**config.mk**
```make
export PLATFORM = sky130hd
export DESIGN_NAME = dicd_core
export DESIGN_NICKNAME = d
export VERILOG_FILES = /design/src/hw/dicd_pkg.sv /design/src/hw/dicd_core.sv
export SDC_FILE = /design/constraint.sdc
export NUM_CORES = 1
export LEC_CHECK = 0
export ABC_AREA = 1
export BUFFER_PORTS_ARGS = -buffer_cell sky130_fd_sc_hd__buf_2
export CAP_MARGIN = 30
export CORE_MARGIN = 10
export CORE_UTILIZATION = 45
export CTS_CLUSTER_DIAMETER = 120
export DETAILED_ROUTE_END_ITERATION = 8
export PLACE_DENSITY = 0.73
export SKIP_LAST_GASP = 1
export SLEW_MARGIN = 20
export SYNTH_ARGS = -nofsm -noshare
export SYNTH_HDL_FRONTEND = slang
export SYNTH_SLANG_ARGS = --single-unit
```
**constraint.sdc**
```tcl
create_clock -name clk -period 1.6 [get_ports clk]
set_input_delay 0.4 -clock clk [delete_from_list [all_inputs] [get_ports clk]]
set_output_delay 0.4 -clock clk [all_outputs]
set_load 0.05 [all_outputs]
```
**src/hw/dicd_pkg.sv**
```systemverilog
// Package for the signal-processor interrupt control and converter data block.
// Assumes one clock shared by processor and host core.
package dicd_pkg;

  // ********************************
  // Register port select
  // ********************************
  localparam logic PORT_ICR = 1'h0;
  localparam logic PORT_CDR = 1'h1;

  // ********************************
  // Control register fields
  // ********************************
  localparam int BIT_HOST_FLAG = 15;
  localparam int BIT_CONV_FLAG = 14;
  localparam int BIT_OUT_FLAG = 13;
  localparam int BIT_MASK_HI = 12;
  localparam int BIT_MASK_MID = 11;
  localparam int BIT_MASK_LO = 10;
  localparam int BIT_DOORBELL = 9;
  localparam int BIT_GIE = 8;
  localparam int BIT_ROUTE_LSB = 5;
  localparam int BIT_CLR_HOST = 4;
  localparam int BIT_CLR_CONV = 3;
  localparam int BIT_CLR_OUT = 2;
  localparam logic [2:0] ROUTE_RESET = 3'h0;
  localparam logic [2:0] MASK_RESET = 3'h0;
  localparam logic GIE_RESET = 1'h0;

  // ********************************
  // Converter data fields
  // ********************************
  localparam int DAC_WIDTH = 10;
  localparam int ADC_WIDTH = 8;
  localparam int ADC_LSB = 2;

  // ********************************
  // Doorbell acknowledge delay
  // ********************************
  localparam logic [1:0] ACK_HOST_INSTR = 2'h3;

  // Line index: 2 high, 1 middle, 0 low
  typedef enum logic [1:0] {DICD_LINE_LO, DICD_LINE_MID, DICD_LINE_HI, DICD_LINE_NONE} dicd_line_e;

  typedef struct packed {
    logic wr;
    logic rd;
    logic sel;
    logic [15:0] wdata;
  } dicd_req_s;

  typedef struct packed {
    logic host_set;
    logic host_ack;
    logic host_instr;
    logic conv_done;
    logic rate_tick;
  } dicd_evt_s;

endpackage

```
**src/hw/dicd_core.sv**
```systemverilog
// Interrupt control unit and converter data register of the signal processor.
// Assumes processor and host core share clk; all inputs are synchronous to it.
//
// Contract
// - Three lines, high over middle over low.
// - No new interrupt while a routine runs.
// - Simultaneous requests: highest priority taken first.
// - Bit 15 host flag, set by host only.
// - Bit 14 set on valid conversion data.
// - Bit 13 set by output-rate timer.
// - Bits 12..10 line masks, 1 allows.
// - Bit 9 write drives host doorbell, reads 0.
// - Doorbell cleared three host instructions after acknowledge.
// - Bit 8 global enable, cleared by reset.
// - Route codes 000, 001, 010 as tabled.
// - Route codes 011, 100, 101; 110/111 reserved.
// - Bits 4..2 write-one clear strobes, read 0.
// - Data write loads 10-bit output value.
// - Data read gives 8-bit result in 9..2.
// - Timer final count sets output-rate flag.
`timescale 1ns/1ns
module dicd_core
  import dicd_pkg::*;
#(
  parameter int DAC_W = dicd_pkg::DAC_WIDTH,
  parameter int ADC_W = dicd_pkg::ADC_WIDTH
) (
  input wire logic clk,
  input wire logic arst_n,
  input wire logic clk_en,
  input wire dicd_pkg::dicd_req_s req,
  input wire dicd_pkg::dicd_evt_s evt,
  input wire logic [ADC_W-1:0] adc_data,
  input wire logic isr_done,
  output logic [15:0] rdata,
  output logic [2:0] line_req,
  output logic [1:0] line_vec,
  output logic irq_take,
  output logic isr_busy,
  output logic host_doorbell,
  output logic host_request_flag_out,
  output logic [DAC_W-1:0] dac_data
);
  import dicd_pkg::*;

  // ********************************
  // State
  // ********************************
  logic [2:0] flags_r, flags_nxt;
  logic [2:0] mask_r, mask_nxt;
  logic gie_r, gie_nxt;
  logic [2:0] route_r, route_nxt;
  logic bell_r, bell_nxt;
  logic ack_pend_r, ack_pend_nxt;
  logic [1:0] ack_cnt_r, ack_cnt_nxt;
  logic busy_r, busy_nxt;
  logic take_r, take_nxt;
  dicd_line_e vec_r, vec_nxt;
  logic [2:0] lines_r, lines_nxt;
  logic [DAC_W-1:0] dac_r, dac_nxt;
  logic [15:0] rdata_r, rdata_nxt;

  logic wr_icr, wr_cdr, rd_icr, rd_cdr;
  logic [2:0] set_src, clr_src;
  logic [2:0] routed;
  dicd_line_e pick;

  assign wr_icr = req.wr && req.sel == PORT_ICR;
  assign wr_cdr = req.wr && req.sel == PORT_CDR;
  assign rd_icr = req.rd && req.sel == PORT_ICR;
  assign rd_cdr = req.rd && req.sel == PORT_CDR;

  // ********************************
  // Source flags: index 2 host, 1 conversion, 0 output
  // ********************************
  always_comb begin
    set_src[2] = evt.host_set;
    set_src[1] = evt.conv_done;
    set_src[0] = evt.rate_tick;
    clr_src = wr_icr ? {req.wdata[BIT_CLR_HOST], req.wdata[BIT_CLR_CONV], req.wdata[BIT_CLR_OUT]} : 3'h0;
  end

  // Set wins over clear so no event is lost
  for (genvar g = 0; g < 3; g++) begin : g_flag
    assign flags_nxt[g] = (flags_r[g] && !clr_src[g]) || set_src[g];
  end

  always_ff @(posedge clk or negedge arst_n) begin
    if (!arst_n) begin
      flags_r <= 3'h0;
    end else if (clk_en) begin
      // Frozen while clk_en is low
      flags_r <= flags_nxt;
    end
  end

  // ********************************
  // Control fields
  // ********************************
  always_comb begin
    mask_nxt = mask_r;
    gie_nxt = gie_r;
    route_nxt = route_r;
    if (wr_icr) begin
      mask_nxt = {req.wdata[BIT_MASK_HI], req.wdata[BIT_MASK_MID], req.wdata[BIT_MASK_LO]};
      gie_nxt = req.wdata[BIT_GIE];
      route_nxt = req.wdata[BIT_ROUTE_LSB +: 3];
    end
  end

  always_ff @(posedge clk or negedge arst_n) begin
    if (!arst_n) begin
      mask_r <= MASK_RESET;
      gie_r <= GIE_RESET;
      route_r <= ROUTE_RESET;
    end else if (clk_en) begin
      // Frozen while clk_en is low
      mask_r <= mask_nxt;
      gie_r <= gie_nxt;
      route_r <= route_nxt;
    end
  end

  // ********************************
  // Doorbell toward host
  // ********************************
  always_comb begin
    bell_nxt = bell_r;
    ack_pend_nxt = ack_pend_r;
    ack_cnt_nxt = ack_cnt_r;
    if (ack_pend_r && evt.host_instr) begin
      if (ack_cnt_r == ACK_HOST_INSTR - 2'h1) begin
        bell_nxt = 1'b0;
        ack_pend_nxt = 1'b0;
        ack_cnt_nxt = 2'h0;
      end else begin
        ack_cnt_nxt = ack_cnt_r + 2'h1;
      end
    end
    if (evt.host_ack && bell_r) begin
      ack_pend_nxt = 1'b1;
      ack_cnt_nxt = 2'h0;
    end
    if (wr_icr) begin
      bell_nxt = req.wdata[BIT_DOORBELL];
      if (req.wdata[BIT_DOORBELL]) begin
        ack_pend_nxt = 1'b0;
      end
    end
  end

  always_ff @(posedge clk or negedge arst_n) begin
    if (!arst_n) begin
      bell_r <= 1'b0;
      ack_pend_r <= 1'b0;
      ack_cnt_r <= 2'h0;
    end else if (clk_en) begin
      // Frozen while clk_en is low
      bell_r <= bell_nxt;
      ack_pend_r <= ack_pend_nxt;
      ack_cnt_r <= ack_cnt_nxt;
    end
  end

  // ********************************
  // Routing and priority
  // ********************************
  always_comb begin
    routed = 3'h0;
    // codes 000 to 101, rest none
    case (route_r)
      3'h0: routed = {flags_r[2], flags_r[1], flags_r[0]};
      3'h1: routed = {flags_r[1], flags_r[2], flags_r[0]};
      3'h2: routed = {flags_r[2], flags_r[0], flags_r[1]};
      3'h3: routed = {flags_r[0], flags_r[2], flags_r[1]};
      3'h4: routed = {flags_r[1], flags_r[0], flags_r[2]};
      3'h5: routed = {flags_r[0], flags_r[1], flags_r[2]};
      default: routed = 3'h0;
    endcase
    lines_nxt = gie_r ? (routed & mask_r) : 3'h0;
    if (lines_r[2]) begin
      pick = DICD_LINE_HI;
    end else if (lines_r[1]) begin
      pick = DICD_LINE_MID;
    end else if (lines_r[0]) begin
      pick = DICD_LINE_LO;
    end else begin
      pick = DICD_LINE_NONE;
    end
  end

  always_ff @(posedge clk or negedge arst_n) begin
    if (!arst_n) begin
      lines_r <= 3'h0;
    end else if (clk_en) begin
      // Frozen while clk_en is low
      lines_r <= lines_nxt;
    end
  end

  // ********************************
  // Service tracking
  // ********************************
  always_comb begin
    busy_nxt = busy_r;
    take_nxt = 1'b0;
    vec_nxt = vec_r;
    if (busy_r) begin
      if (isr_done) begin
        busy_nxt = 1'b0;
      end
    end else if (pick != DICD_LINE_NONE && lines_nxt != 3'h0) begin
      busy_nxt = 1'b1;
      take_nxt = 1'b1;
      vec_nxt = pick;
    end
  end

  always_ff @(posedge clk or negedge arst_n) begin
    if (!arst_n) begin
      busy_r <= 1'b0;
      take_r <= 1'b0;
      vec_r <= DICD_LINE_NONE;
    end else if (clk_en) begin
      // Frozen while clk_en is low
      busy_r <= busy_nxt;
      take_r <= take_nxt;
      vec_r <= vec_nxt;
    end
  end

  // ********************************
  // Converter data and read mux
  // ********************************
  always_comb begin
    dac_nxt = wr_cdr ? req.wdata[DAC_W-1:0] : dac_r;
    rdata_nxt = rdata_r;
    if (rd_icr) begin
      // virtual and reserved bits read 0
      rdata_nxt = {flags_r, mask_r, 1'b0, gie_r, route_r, 5'h00};
    end else if (rd_cdr) begin
      rdata_nxt = 16'h0000;
      rdata_nxt[ADC_LSB +: ADC_W] = adc_data;
    end
  end

  always_ff @(posedge clk or negedge arst_n) begin
    if (!arst_n) begin
      dac_r <= '0;
      rdata_r <= 16'h0000;
    end else if (clk_en) begin
      // Frozen while clk_en is low
      dac_r <= dac_nxt;
      rdata_r <= rdata_nxt;
    end
  end

  // Outputs straight from flops
  assign rdata = rdata_r;
  assign line_req = lines_r;
  assign line_vec = vec_r;
  assign irq_take = take_r;
  assign isr_busy = busy_r;
  assign host_doorbell = bell_r;
  assign host_request_flag_out = flags_r[2];
  assign dac_data = dac_r;

endmodule

```
Word level (Yosys, flattened, before mapping) --
Index checks and enable logic that the tools add are counted.
Storage, ports and cells: register bits after elaboration 47, output and inout port bits 35, word-level logic and storage cells 75
Operators by class: add/subtract/negate cells 1, eq/ne operators 7, multiplexer cells 23, bitwise gates (word level) 3, reduce and logical (&&, ||, !) cells 28
Operators by type and width (number):
- $mux W16 | 2
- $pmux W3 S6 | 1
- $mux W1 | 12
- $mux W2 | 6
- $logic_and A1 B1 Y1 | 10
- $reduce_and A2 Y1 | 4
- $reduce_bool A2 Y1 | 4
- $eq A3 B2 Y1 const B | 2
- $eq A3 B3 Y1 const B | 2
- $mux W3 | 2
- $reduce_and A3 Y1 | 2
- $and A3 B3 Y3 | 1
- $eq A3 B1 Y1 const B | 1
- $logic_not A1 Y1 | 3
- $logic_not A3 Y1 | 1
- $logic_or A1 B1 Y1 | 3
- $reduce_bool A3 Y1 | 1
- $add A2 B1 Y2 const B | 1
- $eq A2 B2 Y1 const B | 1
- $ne A2 B2 Y1 const B | 1
- $not A1 Y1 | 2

Depth between registers and ports, before layout --
depth in word-level cells 8, gate-level depth with buffers 11

Least setup slack after synthesis --
Ideal clock, no wire load.
path kind reg2reg, start point register bell_r (netlist: host_doorbell), end point register ack_cnt_r[0], library setup time 0.083 ns, arrival time 1.234 ns, required time 1.517 ns, slack 0.283 ns, cell stages (with the launch flop) 5, path buffers 0, clock period less this slack 1.317 ns, cell sequence dfrtp_1 -> nand2_1 -> o21ai_0 -> nand3_1 -> o21ai_0
On the way: cells in the longest elaborated chain, start to end 3, elaborated cells on any way between the ends 4, classes of those cells mux (1); reduce/logical (3)
RTL lines:
- start: declaration | RTL line dicd_core.sv:53 | logic bell_r, bell_nxt;
- start signal: assignment | RTL line dicd_core.sv:159 | bell_r <= bell_nxt;
- $logic_and A1 B1 Y1 * | RTL line dicd_core.sv:140 | if (evt.host_ack && bell_r) begin
- $reduce_bool A2 Y1 (no line)
- $reduce_and A2 Y1 (no line)
- end signal: assignment | RTL line dicd_core.sv:161 | ack_cnt_r <= ack_cnt_nxt;
- end: declaration | RTL line dicd_core.sv:55 | logic [1:0] ack_cnt_r, ack_cnt_nxt;
Mark *: on every way between the ends. The rest lies on a longest branch, timed or not. A chain may end at the register's enable or synchronous reset.

Final worst setup path --
start point register vec_r[0] (netlist: line_vec[0]), end point output line_vec[0]
RTL lines:
- start: declaration | RTL line dicd_core.sv:58 | dicd_line_e vec_r, vec_nxt;
- start signal: assignment | RTL line dicd_core.sv:228 | vec_r <= vec_nxt;
- end: declaration | RTL line dicd_core.sv:37 | output logic [1:0] line_vec,
No word-level cell between the ends.

==> qor.txt <==
area of the multi-input gates: 766 sq um
Synth Area in XOR/XNOR: 0%
r2r setup slk: 210 ps
most instantiated cells after synthesis: nand2_1 (68), dfrtp_1 (43), o21ai_0 (39)
clock-pin slew on the worst setup and hold paths: 80 ps
largest net degree at the start of global routing: 46
hold buffers post-CTS: 0
Tmin final: 1480 ps
routability cong.: 0.777
clock root buffer: clkbuf_8
Buffers on Ports: 65
die area: 7570 sq um
largest family of logic cells by synthesized area: simple AND/OR/NAND/NOR gates
PD cells: 1340 nW/um^2
Seq cells post-synth: 45
Post-synth EDFFs: 0
RSZ-0062 raised after global routing: false
kind of critical path: reg -> out
Mean Syn Cell Area: 8.75 sq um
fin nets: 334
CTS tree: yes
Setup crit end kind: output pin
DR top layer: met4
Cell Chain, Critical Path: buf_2
CP arrival: 1080 ps
Worst Path Buf+Inv: 1
Post-DRT Antenna Nets: 0
Ant. Diodes: 0
Final period util: 92.5%
Peak Freq: 675 MHz
worst r2r path cells: 9
vias in the first global route: 1753
filler cell count: 404
Resized Gates After CTS: 0
layout cell share with drive strength beyond 1: 32.1%
Layout Skew: 5.19 ps
maximum fanout along the worst path: 2
Synth top area share: 53.2%
mean number of vias per cell: 4.90
met3 wire len: 349 microns
Metal-1 WL: 1.99 mm
IO Pins: 71
Cell variety after synth: 22
antenna violations before repair: 0
per-cell routed wire length: 13.2 microns
Post-Route WL: 4.62 mm
Initial Util: 46.4%
Setup Fix Bufs, Post-CTS: 0
Die Ht: 87.0 microns
Clk Latency, worst-skew pair: 290 ps
Synth Cell Area: 2020 sq um
Crit path depth: 1
Synth Area in Adders: 0%
CP top delay family: flip-flops
DR vias: 1720
GR Overflow Total: 0
post-synthesis sequential area ratio: 55.8%
Fin. Hold Viols: 0
mux share of post-synthesis cell area: 2.78%
drt pass-1 iters: 4
Design Power: 3.33 mW
Register Area: 1130 sq um
Synth area leader: dfrtp_1
Post-Synth Simple-Gate Area: 22.6%
Setup WS post-layout: 119 ps
worst hold path type: in -> async
Synth Area in Compound Gates: 12.1%
CTS H-tree depth: 2
setup TNS: 0 ps
Lkg Pwr: 1.33 nW
Synth Instances: 231
top-count cell post-synth: nand2_1
Final Max Tran Viols: 0
Top FF cell, synth: dfrtp_1
DR DRC count: 0
first-pass GRT wire length: 7.87 mm
top cells by area, synth: dfrtp_1 (53%), nand2_1 (13%), o21ai_0 (9.7%), nand3_1 (4.2%), inv_1 (2.8%)
Total GRT Usage: 12.8%
DP HPWL: 3.54 mm
Starting DRT DRC Count: 132
Crit path required time: 1200 ps
Async SR Flop Fraction: 100%
status: finished clean
DP Worst Slack: 148 ps
number of setup violations in the final report: 0
width of the die: 87.0 microns
Longest Clk Path Bufs: 2
Ys Warns: 0
P&R area growth vs syn: 23.0%
CP Launch Type: flop
peak supply drop: 0.785 mV
Worst path max stage delay: 530 ps
DR WL met2: 2.27 mm
Worst path slowest cell: dfstp_2
Fin Hold WS: 59.9 ps
Core Box Area: 4350 sq um
# rows: 24
Sink Count: 45
Max-Cap Viols: 0
total CTS buffers: 5
power by group:
group	leakage (nW)	total [mW]	internal, mW	switching, mW
logic	0.737	1.16	0.309	0.850
registers	0.558	1.51	1.36	0.155
clock network	0.0395	0.654	0.310	0.344
total	1.33	3.33	1.98	1.35
cell type report:
| type | instances | area share [%] |
|---|---|---|
| clock buffers | 8 | 3.22 |
| well taps | 52 | 2.62 |
| inverters | 19 | 2.87 |
| multi-input cells | 157 | 30.8 |
| repair buffers | 70 | 15.1 |
| flip-flops and latches | 45 | 45.4 |
path summary, 6_finish.rpt:
path / start / to
worst max-delay path: line_vec[0] / line_vec[0]
worst min-delay path: arst_n / line_req[0]
worst max register to register: route_r[1] / irq_take
worst min register to register: line_vec[0] / line_vec[0]
max in group asynchronous: arst_n / line_vec[0]
min in group clk: evt[4] / flags_r[2]
cell usage in the layout, fill, tap and decap left out, types with 4 or more instances in the layout:
cell	n
nand3_2	5
dfrtp_1	43
buf_4	4
nor2_1	7
a21oi_1	5
o21ai_0	39
nand2_1	68
inv_1	15
nand3_1	17
mux2_2	5
buf_2	65
inv_2	4
clkbuf_8	5
metrics by stage:
step                      instances  instance area, sq um  utilization, %
after global routing            351                  2490            57.1
final                           351                  2490            57.1
after global placement          343                  2410            55.3
after detailed placement        343                  2410            55.3
after floorplan                 232                  2030               -
after CTS                       351                  2490            57.1
kinds of logic after synthesis:
group,count (synthesis)
AND/OR/NAND/NOR,103
flip-flops,45
buffers and inverters,30
AO/OA/AOI/OAI,47
other,1
multiplexers,5
per-layer routing:
| layer | track usage, % | vias up |
|---|---|---|
| met1 | 14.5 | 789 |
| li1 | - | 881 |
| met2 | 21.8 | 48 |
| met5 | 0 | - |
| met3 | 4.68 | 2 |
| met4 | 3.53 | 0 |
flip-flops by register name, indices dropped and copies added, names as in the netlist:
register / count
mask_r: 3
irq_take: 1
isr_busy: 1
line_req: 3
ack_pend_r: 1
ack_cnt_r: 2
flags_r: 3
line_vec: 2
rdata: 14
route_r: 3
dac_data: 10
host_doorbell: 1
gie_r: 1
No activity file was read; power rests on OpenSTA's default activity.
